[src/inc/eip_pkg.sv]
// Package of the external pin interrupt unit: register map, field layout,
// reset values, sense encodings, wake states and timing counts.
// Assumes a single 200 MHz clock shared by every file of the unit.
package eip_pkg;

    localparam int NCH = 3;
    localparam int AW = 8;
    localparam int DW = 8;

    // Register offsets on the plain register port.
    localparam logic [7:0] OFS_SENSE = 8'h00;
    localparam logic [7:0] OFS_MASK = 8'h01;
    localparam logic [7:0] OFS_FLAGS = 8'h02;
    localparam logic [7:0] OFS_STATUS = 8'h03;

    // Field layout.
    localparam int SENSE_LSB = 0;
    localparam int SENSE_W = 8;
    localparam int MASK_LSB = 0;
    localparam int FLAG_LSB = 0;
    localparam int STAT_PIN_LSB = 0;
    localparam int STAT_WAKE_BIT = 3;

    // Reset values.
    localparam logic [7:0] SENSE_RST = 8'h00;
    localparam logic [2:0] MASK_RST = 3'h0;
    localparam logic [7:0] RDATA_RST = 8'h00;

    // Sense selections of one channel.
    localparam logic [1:0] SENSE_LOW = 2'h0;
    localparam logic [1:0] SENSE_ANY = 2'h1;
    localparam logic [1:0] SENSE_FALL = 2'h2;
    localparam logic [1:0] SENSE_RISE = 2'h3;

    // Timing: the watchdog oscillator period and the start-up time.
    localparam int CLK_FREQ_MHZ = 200;
    localparam int WD_PERIOD_US = 1;
    localparam int WD_TICK_CYC = WD_PERIOD_US * CLK_FREQ_MHZ;
    localparam int STARTUP_US = 2;
    localparam int STARTUP_CYC = STARTUP_US * CLK_FREQ_MHZ;
    localparam int WAKE_SAMPLES = 2;

    typedef enum logic [2:0] {
        W_RUN = 3'h1,
        W_SAMPLE = 3'h2,
        W_START = 3'h4
    } eip_wake_t;

endpackage

[src/rtl/eip_top.sv]
// External pin interrupt unit: three pins, sense control, masks,
// sticky flags, interrupt requests and level wake-up from power-down.
// Assumes a 200 MHz clock, a synchronous active-low reset, and a core
// that pulses irq_ack for the channel whose routine it enters.
`timescale 1ns/1ps
`default_nettype none

// Summary of operation
// - Requests come from the pin level, so driving the pin as output interrupts.
// - Sense codes: 00 low, 01 any change, 10 falling, 11 rising.
// - Enabled level-sensed channel requests while its pin is low, outside power-down and start-up.
// - Edge detection runs only while the I/O clock is running.
// - Power-down wake needs two consecutive low samples at the watchdog tick.
// - Level gone before start-up ends: wake anyway, raise no interrupt.
// - A request needs both the global enable and the channel mask bit.
// - Pins are sampled before edge search; pulses over one clock are caught.
// - An edge or change event sets the channel's flag, bits 2..0.
// - Enabled flagged channel vectors; entering the routine clears the flag.
// - Writing one to a flag bit clears it; writing zero leaves it.
// - A level-sensed channel's flag is held cleared.
// - Mask register holds one enable bit per channel in bits 2..0.
// - Sense register bits 7..0, channel 2 in bits 5..4, channel 0 lowest.
module eip_top
    import eip_pkg::*;
(
    input wire logic clock,
    input wire logic nrst,
    input wire logic [AW-1:0] addr,
    input wire logic [DW-1:0] wr_data,
    input wire logic wr_en,
    input wire logic rd_en,
    output logic [DW-1:0] rd_data,
    input wire logic [NCH-1:0] ext_irq_pins,
    input wire logic global_irq_en,
    input wire logic [NCH-1:0] irq_ack,
    input wire logic io_clk_en,
    input wire logic power_down,
    output logic [NCH-1:0] irq_req,
    output logic wake_req
);

    typedef struct packed {
        logic [7:0] sense;
        logic [NCH-1:0] mask;
        logic [DW-1:0] rd_data;
        logic [NCH-1:0] irq;
        eip_wake_t wstate;
        logic [1:0] hits;
        logic [7:0] wd_cnt;
        logic [8:0] su_cnt;
        logic wake;
    } eip_top_t;

    eip_top_t st_r;
    eip_top_t st_nxt;

    logic [NCH-1:0] pin_s;
    logic [NCH-1:0] flags;
    logic [NCH-1:0] lvl;
    logic [NCH-1:0] flag_clr;
    logic wd_tick;
    logic lvl_wake;
    logic waking;

    eip_sync #(.W(NCH)) u_sync (
        .clock(clock),
        .nrst(nrst),
        .pin(ext_irq_pins),
        .pin_s(pin_s)
    );

    // The pins are observed whatever their direction, so software can
    // drive a pin itself to make an interrupt.
    genvar gi;
    generate
        for (gi = 0; gi < NCH; gi++)
        begin : g_chan
            eip_chan u_chan (
                .clock(clock),
                .nrst(nrst),
                .pin_s(pin_s[gi]),
                .sense(st_r.sense[2*gi +: 2]),
                .io_clk_en(io_clk_en),
                .flag_clr(flag_clr[gi]),
                .flag(flags[gi]),
                .level_act(lvl[gi])
            );
        end
    endgenerate

    // Flags clear on routine entry or on a written one; the channel gives
    // a coincident event priority over either clear.
    assign flag_clr = irq_ack | ({NCH{wr_en && addr == OFS_FLAGS}}
        & wr_data[FLAG_LSB +: NCH]);

    assign wd_tick = st_r.wd_cnt == 8'(WD_TICK_CYC - 1);
    assign lvl_wake = |(lvl & st_r.mask);
    assign waking = st_r.wstate != W_RUN;

    always_comb
    begin
        st_nxt = st_r;

        if (wr_en)
        begin
            unique case (addr)
                OFS_SENSE: st_nxt.sense = wr_data[SENSE_LSB +: SENSE_W];
                OFS_MASK: st_nxt.mask = wr_data[MASK_LSB +: NCH];
                default: st_nxt.sense = st_r.sense;
            endcase
        end

        st_nxt.rd_data = RDATA_RST;
        if (rd_en)
        begin
            unique case (addr)
                OFS_SENSE: st_nxt.rd_data = st_r.sense;
                OFS_MASK: st_nxt.rd_data = {5'h00, st_r.mask};
                OFS_FLAGS: st_nxt.rd_data = {5'h00, flags};
                OFS_STATUS: st_nxt.rd_data = {4'h0, waking, pin_s};
                default: st_nxt.rd_data = RDATA_RST;
            endcase
        end

        // Level requests wait until start-up is over; a level that left
        // early still woke the part but never reaches the core.
        st_nxt.irq = {NCH{global_irq_en}} & st_r.mask
            & (flags | (lvl & {NCH{!waking}}));

        // Watchdog oscillator stand-in: one tick per nominal period.
        st_nxt.wd_cnt = wd_tick ? 8'h00 : st_r.wd_cnt + 8'h01;

        st_nxt.wake = 1'b0;
        unique case (st_r.wstate)
            W_RUN:
            begin
                st_nxt.hits = 2'h0;
                if (power_down)
                    st_nxt.wstate = W_SAMPLE;
            end
            W_SAMPLE:
            begin
                if (wd_tick)
                begin
                    if (!lvl_wake)
                        st_nxt.hits = 2'h0;
                    else if (st_r.hits == 2'(WAKE_SAMPLES - 1))
                    begin
                        st_nxt.hits = 2'h0;
                        st_nxt.wake = 1'b1;
                        st_nxt.su_cnt = 9'(STARTUP_CYC - 1);
                        st_nxt.wstate = W_START;
                    end
                    else
                        st_nxt.hits = st_r.hits + 2'h1;
                end
                if (!power_down)
                    st_nxt.wstate = W_RUN;
            end
            W_START:
            begin
                st_nxt.wake = 1'b1;
                if (st_r.su_cnt == 9'h000)
                begin
                    st_nxt.wake = 1'b0;
                    st_nxt.wstate = W_RUN;
                end
                else
                    st_nxt.su_cnt = st_r.su_cnt - 9'h001;
            end
        endcase
    end

    always_ff @(posedge clock)
    begin
        if (!nrst)
        begin
            st_r <= '0;
            st_r.sense <= SENSE_RST;
            st_r.mask <= MASK_RST;
            st_r.wstate <= W_RUN;
        end
        else
            st_r <= st_nxt;
    end

    assign rd_data = st_r.rd_data;
    assign irq_req = st_r.irq;
    assign wake_req = st_r.wake;

    a_irq_needs_gie: assert property (@(posedge clock) disable iff (!nrst)
        |irq_req |-> $past(global_irq_en))
        else $error("Request raised without the global enable.");

    a_irq_needs_mask: assert property (@(posedge clock) disable iff (!nrst)
        (irq_req & ~$past(st_r.mask)) == 3'h0)
        else $error("Request raised on a masked channel.");

    a_level_request: assert property (@(posedge clock) disable iff (!nrst)
        global_irq_en && !waking |=> (~irq_req & $past(st_r.mask & lvl)) == 3'h0)
        else $error("Low level on an enabled channel gave no request.");

    a_mask_readback: assert property (@(posedge clock) disable iff (!nrst)
        rd_en && addr == OFS_MASK |=> rd_data == {5'h00, $past(st_r.mask)})
        else $error("Mask register read back wrong.");

    a_sense_readback: assert property (@(posedge clock) disable iff (!nrst)
        wr_en && addr == OFS_SENSE ##1 rd_en && addr == OFS_SENSE
        |=> rd_data == $past(wr_data, 2))
        else $error("Sense register did not keep the written value.");

    a_wake_two_hits: assert property (@(posedge clock) disable iff (!nrst)
        $rose(wake_req) |-> $past(wd_tick) && $past(lvl_wake)
        && $past(st_r.hits) == 2'h1)
        else $error("Wake raised without two consecutive low samples.");

    a_startup_holds: assert property (@(posedge clock) disable iff (!nrst)
        $rose(wake_req) |-> wake_req [*8])
        else $error("Wake request dropped inside the start-up time.");

    a_no_level_in_start: assert property (@(posedge clock) disable iff (!nrst)
        st_r.wstate == W_START && flags == 3'h0 |=> irq_req == 3'h0)
        else $error("Level request raised during start-up.");

    a_ack_clears: assert property (@(posedge clock) disable iff (!nrst)
        irq_ack[1] && st_r.sense[3:2] == SENSE_RISE && !(pin_s[1] && !$past(pin_s[1]))
        |=> !flags[1])
        else $error("Routine entry did not clear the flag.");

endmodule
`default_nettype wire

[src/rtl/eip_sync.sv]
// Two-stage synchroniser for a group of pin inputs.
// Assumes the pins may change at any time relative to clock.
`timescale 1ns/1ps
`default_nettype none
module eip_sync
    import eip_pkg::*;
#(
    parameter int W = 3
)
(
    input wire logic clock,
    input wire logic nrst,
    input wire logic [W-1:0] pin,
    output logic [W-1:0] pin_s
);

    typedef struct packed {
        logic [W-1:0] s1;
        logic [W-1:0] s2;
    } eip_sync_t;

    eip_sync_t st_r;
    eip_sync_t st_nxt;

    // Stage one feeds stage two only, so nothing sees a metastable value.
    always_comb
    begin
        st_nxt = st_r;
        st_nxt.s1 = pin;
        st_nxt.s2 = st_r.s1;
    end

    always_ff @(posedge clock)
    begin
        // Pins idle high behind their pull-ups, so both stages start there;
        // starting low would show a rising edge just after reset.
        if (!nrst)
            st_r <= '1;
        else
            st_r <= st_nxt;
    end

    assign pin_s = st_r.s2;

    a_sync_two_stage: assert property (@(posedge clock) disable iff (!nrst)
        ##2 pin_s == $past(pin, 2))
        else $error("Synchroniser output is not the pin two cycles back.");

endmodule
`default_nettype wire

[src/rtl/eip_chan.sv]
// One interrupt channel: edge and change detection and the sticky flag.
// Assumes a synchronised pin level and a one-cycle clear request.
`timescale 1ns/1ps
`default_nettype none
module eip_chan
    import eip_pkg::*;
(
    input wire logic clock,
    input wire logic nrst,
    input wire logic pin_s,
    input wire logic [1:0] sense,
    input wire logic io_clk_en,
    input wire logic flag_clr,
    output logic flag,
    output logic level_act
);

    typedef struct packed {
        logic prev;
        logic flag;
    } eip_chan_t;

    eip_chan_t st_r;
    eip_chan_t st_nxt;
    logic evt;

    always_comb
    begin
        st_nxt = st_r;
        evt = 1'b0;
        // Edges are seen only while the I/O clock runs; prev still
        // follows the pin so a resumed clock gives no stale edge.
        unique case (sense)
            SENSE_LOW: evt = 1'b0;
            SENSE_ANY: evt = st_r.prev ^ pin_s;
            SENSE_FALL: evt = st_r.prev & ~pin_s;
            SENSE_RISE: evt = ~st_r.prev & pin_s;
        endcase
        evt = evt & io_clk_en;
        st_nxt.prev = pin_s;
        if (sense == SENSE_LOW)
            st_nxt.flag = 1'b0;
        else if (evt)
            st_nxt.flag = 1'b1;
        else if (flag_clr)
            st_nxt.flag = 1'b0;
    end

    always_ff @(posedge clock)
    begin
        // The previous level starts at the pin's idle high level, so an
        // edge mode written right after reset sees no false edge.
        if (!nrst)
        begin
            st_r <= '0;
            st_r.prev <= 1'b1;
        end
        else
            st_r <= st_nxt;
    end

    assign flag = st_r.flag;
    assign level_act = (sense == SENSE_LOW) & ~pin_s;

    a_level_no_flag: assert property (@(posedge clock) disable iff (!nrst)
        sense == SENSE_LOW |=> !flag)
        else $error("Flag set while channel is level sensed.");

    a_event_sets_flag: assert property (@(posedge clock) disable iff (!nrst)
        evt && sense != SENSE_LOW |=> flag)
        else $error("Edge event did not set the flag.");

    a_fall_detect: assert property (@(posedge clock) disable iff (!nrst)
        io_clk_en && sense == SENSE_FALL && $past(pin_s) && !pin_s
        && $past(sense) == SENSE_FALL |=> flag)
        else $error("Falling edge was missed.");

    a_clear_works: assert property (@(posedge clock) disable iff (!nrst)
        flag_clr && !evt |=> !flag)
        else $error("Clear without event left the flag set.");

endmodule
`default_nettype wire

[config.mk]
export PLATFORM = sky130hd
export DESIGN_NAME = eip_top
export DESIGN_NICKNAME = d
export VERILOG_FILES = /design/src/inc/eip_pkg.sv /design/src/rtl/eip_top.sv /design/src/rtl/eip_sync.sv /design/src/rtl/eip_chan.sv
export SDC_FILE = /design/constraint.sdc
export NUM_CORES = 1
export LEC_CHECK = 0
export BUFFER_PORTS_ARGS = -buffer_cell sky130_fd_sc_hd__buf_2
export CAP_MARGIN = 0
export CORE_MARGIN = 2
export CORE_UTILIZATION = 55
export CTS_CLUSTER_DIAMETER = 100
export CTS_CLUSTER_SIZE = 14
export DETAILED_ROUTE_END_ITERATION = 16
export HOLD_SLACK_MARGIN = 0.02
export PLACE_DENSITY = 0.78
export SLEW_MARGIN = 0
export SYNTH_ARGS = -nofsm -noshare
export SYNTH_HDL_FRONTEND = slang
export SYNTH_HIERARCHICAL = 1
export SYNTH_SLANG_ARGS = --single-unit
[constraint.sdc]
create_clock -name clock -period 3.2 [get_ports clock]
set_input_delay 0.48 -clock clock [delete_from_list [all_inputs] [get_ports clock]]
set_output_delay 0.48 -clock clock [all_outputs]
set_load 0.03 [all_outputs]
==> run_results.csv <==
group,metric,value,unit
status,outcome,"complete, no violations",
power_and_ir_drop,powerDensity,476,mW/mm^2
routing,drt-pass1-iter-count,4,
sta,setup_tns,0,ns
floorplan,rows,25,
sta,max_slew_margin,0.519,
clocking,numClockSinks,57,
sta,finalCritPeriodShare,0.623,
sta,slew_violations,0,
place,dp.cells,350,
yosys,yosysSeqAreaShare,0.434,
critical_path,reg2reg_slack,1.29,ns
place,place_area,0.00279,mm^2
yosys,async_flop_share,0,
critical_path,cp.required,3.42,ns
sta,clock_skew,0.00866,ns
place,gp_congestion,0.835,
floorplan,pin_count,41,
layout,utilization,0.635,
global_route,grt_remaining_overflow,0,
critical_path,cp_max_fo,4,
layout,nNetsFinal,345,
power_and_ir_drop,leakagePower,1.35,nW
floorplan,die_x,73.2,um
routing,antenna_left,0,
sta,setup_viol,0,
yosys,ys.flop_type,"dfxtp_1",
clocking,clk_latency,0.34,ns
place,hpwlAfterDp,3630,um
routing,first_iter_violations,162,
yosys,synth-edff-count,0,
floorplan,die_h,73.2,um
layout,multiInputGateArea,0.00134,mm^2
yosys,synthesis.nets,311,
yosys,synth.ff_latch_count,57,
global_route,grt_pass1_vias,1858,
yosys,syn_avg_cell_area,9.64,um^2
clocking,h-tree-depth,3,
clocking,cts_tree,"done",
clocking,cts_resized,0,
yosys,synthCells,273,
layout,layout_commonest_cell,"dfxtp_1",
sta,tightest_slew,0.715,ns
layout,layout.area.seq,0.00114,mm^2
clocking,post_cts_buffers,0,
routing,wl_per_cell,14.3,um
routing,via_per_inst,5.63,
floorplan,start_util,0.565,
sta,final.min_clock_period,1.99,ns
routing,drt-total-wl,5240,um
place,io_buffers,40,
floorplan,core_area,0.00466,mm^2
power_and_ir_drop,max-vdd-ir-drop,305,uV
layout,fillerInstances,408,
floorplan,die_area,0.00535,mm^2
sta,fmax,0.502,GHz
global_route,grt_usage,0.212,
yosys,netlist_area,0.00263,mm^2
worst_hold_path,min-delay-path-class,"input pin to register",
layout,stdcell_count,366,
run,drv_cap,0,
sta,hold_viol,0,
global_route,grt_pass1_wl,8490,um
clocking,cts_buffer_depth,2,
routing,drt_drc_violations_left,0,
layout,fin_area,0.00296,mm^2
critical_path,crit_path_end_kind,"register",
layout,area_delta_synth_final,12.5,%
critical_path,worstPathArrival,2.21,ns
power_and_ir_drop,p_total,0.00141,W
critical_path,crit_type,"input pin to register",
clocking,cts_buffers,9,
yosys,yosysWarnings,6,
clocking,clkTransAtPathRegs,0.06,ns
global_route,antenna_found_initial,0,
yosys,synth.distinct_cells,53,
layout,final_cell_mix,"dfxtp_1, buf_2, nor2_1, nand3_1, a21oi_1",
routing,vias,2061,
critical_path,crit_path_start_kind,"input pin",
layout,drive_gt1_frac,0.231,
clocking,ctsHoldBuffers,0,
clocking,cts-root-buf,"clkbuf_8",
global_route,grt_max_degree,30,
sta,rsz0062_at_grt,"no",
layout,diodes,0,
[cell families (layout without fill, tap and decap cells)]
family	after synthesis	count (layout)	synth area share
compound gates	47	47	0.129
xor+xnor	9	9	0.0300
mux	17	17	0.0804
flops	57	57	0.434
fa+ha+maj	9	9	0.0428
buf+inv	28	67	0.0585
simple gates	106	106	0.226
[flip-flops by register name, indices dropped and copies added, names as in the netlist]
name,flops
u_sync/pin_s,3
wake_req,1
irq_req,3
g_chan.u_chan/flag,3
rd_data,8
u_sync/st_nxt,3
st_r,33
g_chan.u_chan/st_r,3
[routing by layer]
layer | track usage | vias up | share of wire
li1 | - | 1027 | -
met1 | 0.286 | 972 | 0.49
met2 | 0.309 | 52 | 0.44
met3 | 0.0497 | 10 | 0.050
met4 | 0.117 | 0 | 0.019
met5 | 0 | - | 0
[critical path: stages]
cell and delay (ns):
buf_2 0.09, nor4_1 0.64, nand3_1 0.15, nor3b_1 0.42
a21o_1 0.18, nor2b_1 0.04, a21oi_1 0.15, a21oi_2 0.07
[report_power, final]
part / switching (W) / leakage (nW) / internal (W)
registers: 0.0000117 / 0.462 / 0.000720
logic: 0.0000419 / 0.799 / 0.0000370
clock network: 0.000278 / 0.0932 / 0.000319
total: 0.000332 / 1.35 / 0.00108
[layout make-up]
| type | count | share of cell area |
|---|---|---|
| multi-input combinational | 188 | 0.451 |
| tap | 54 | 0.0228 |
| sequential | 57 | 0.385 |
| inverter | 11 | 0.0139 |
| clock buffer | 13 | 0.0537 |
| clock inverter | 3 | 0.00507 |
| timing repair buffer | 40 | 0.0676 |
[through the flow]
| stage | setup slack [ns] | hold WS, ns |
|---|---|---|
| 6_report | 1.21 | 0.320 |
| 5_1_grt | 1.01 | 0.326 |
| 3_5_place_dp | 0.885 | 0.393 |
| 2_1_floorplan | 1.29 | 0.386 |
| 3_3_place_gp | 0.957 | 0.389 |
| 4_1_cts | 1.24 | 0.306 |
[Yosys cell counts, types with 2 or more instances]
| master | count | area share |
|---|---|---|
| a21oi_1 | 13 | 0.025 |
| a31oi_1 | 2 | 0.0048 |
| and3_1 | 4 | 0.0095 |
| clkbuf_1 | 5 | 0.0071 |
| a21o_1 | 3 | 0.0086 |
| ha_1 | 9 | 0.043 |
| nand4_1 | 4 | 0.0095 |
| mux2i_1 | 11 | 0.042 |
| nor2b_1 | 7 | 0.017 |
| o211ai_1 | 2 | 0.0057 |
| o311ai_0 | 2 | 0.0067 |
| mux2_1 | 3 | 0.013 |
| nor2_1 | 32 | 0.046 |
| o211a_1 | 3 | 0.011 |
| dfxtp_1 | 57 | 0.43 |
| mux4_2 | 3 | 0.026 |
| nand3_1 | 15 | 0.029 |
| xnor2_1 | 3 | 0.010 |
| and2_1 | 4 | 0.0095 |
| o21ai_0 | 7 | 0.013 |
| o21a_1 | 2 | 0.0057 |
| xor2_1 | 6 | 0.020 |
| o2111a_1 | 2 | 0.0086 |
| or3_2 | 2 | 0.0057 |
| nand2b_1 | 8 | 0.019 |
| buf_4 | 11 | 0.031 |
| nor4_1 | 2 | 0.0048 |
| a21oi_2 | 3 | 0.010 |
| nor3b_1 | 2 | 0.0057 |
| inv_1 | 11 | 0.016 |
| nand2_1 | 6 | 0.0086 |
| nor3_1 | 8 | 0.015 |
[path summary, 6_finish.rpt]
check,startpoint,endpoint,depth (start not counted)
setup / recovery,addr[5],g_chan[0].u_chan/flag,8
hold / removal,ext_irq_pins[2],u_sync/st_nxt[2],2
setup reg to reg,st_r[1],st_r[4],6
hold reg to reg,u_sync/st_nxt[2],u_sync/pin_s[2],1
(Power assumes the default switching activity.)
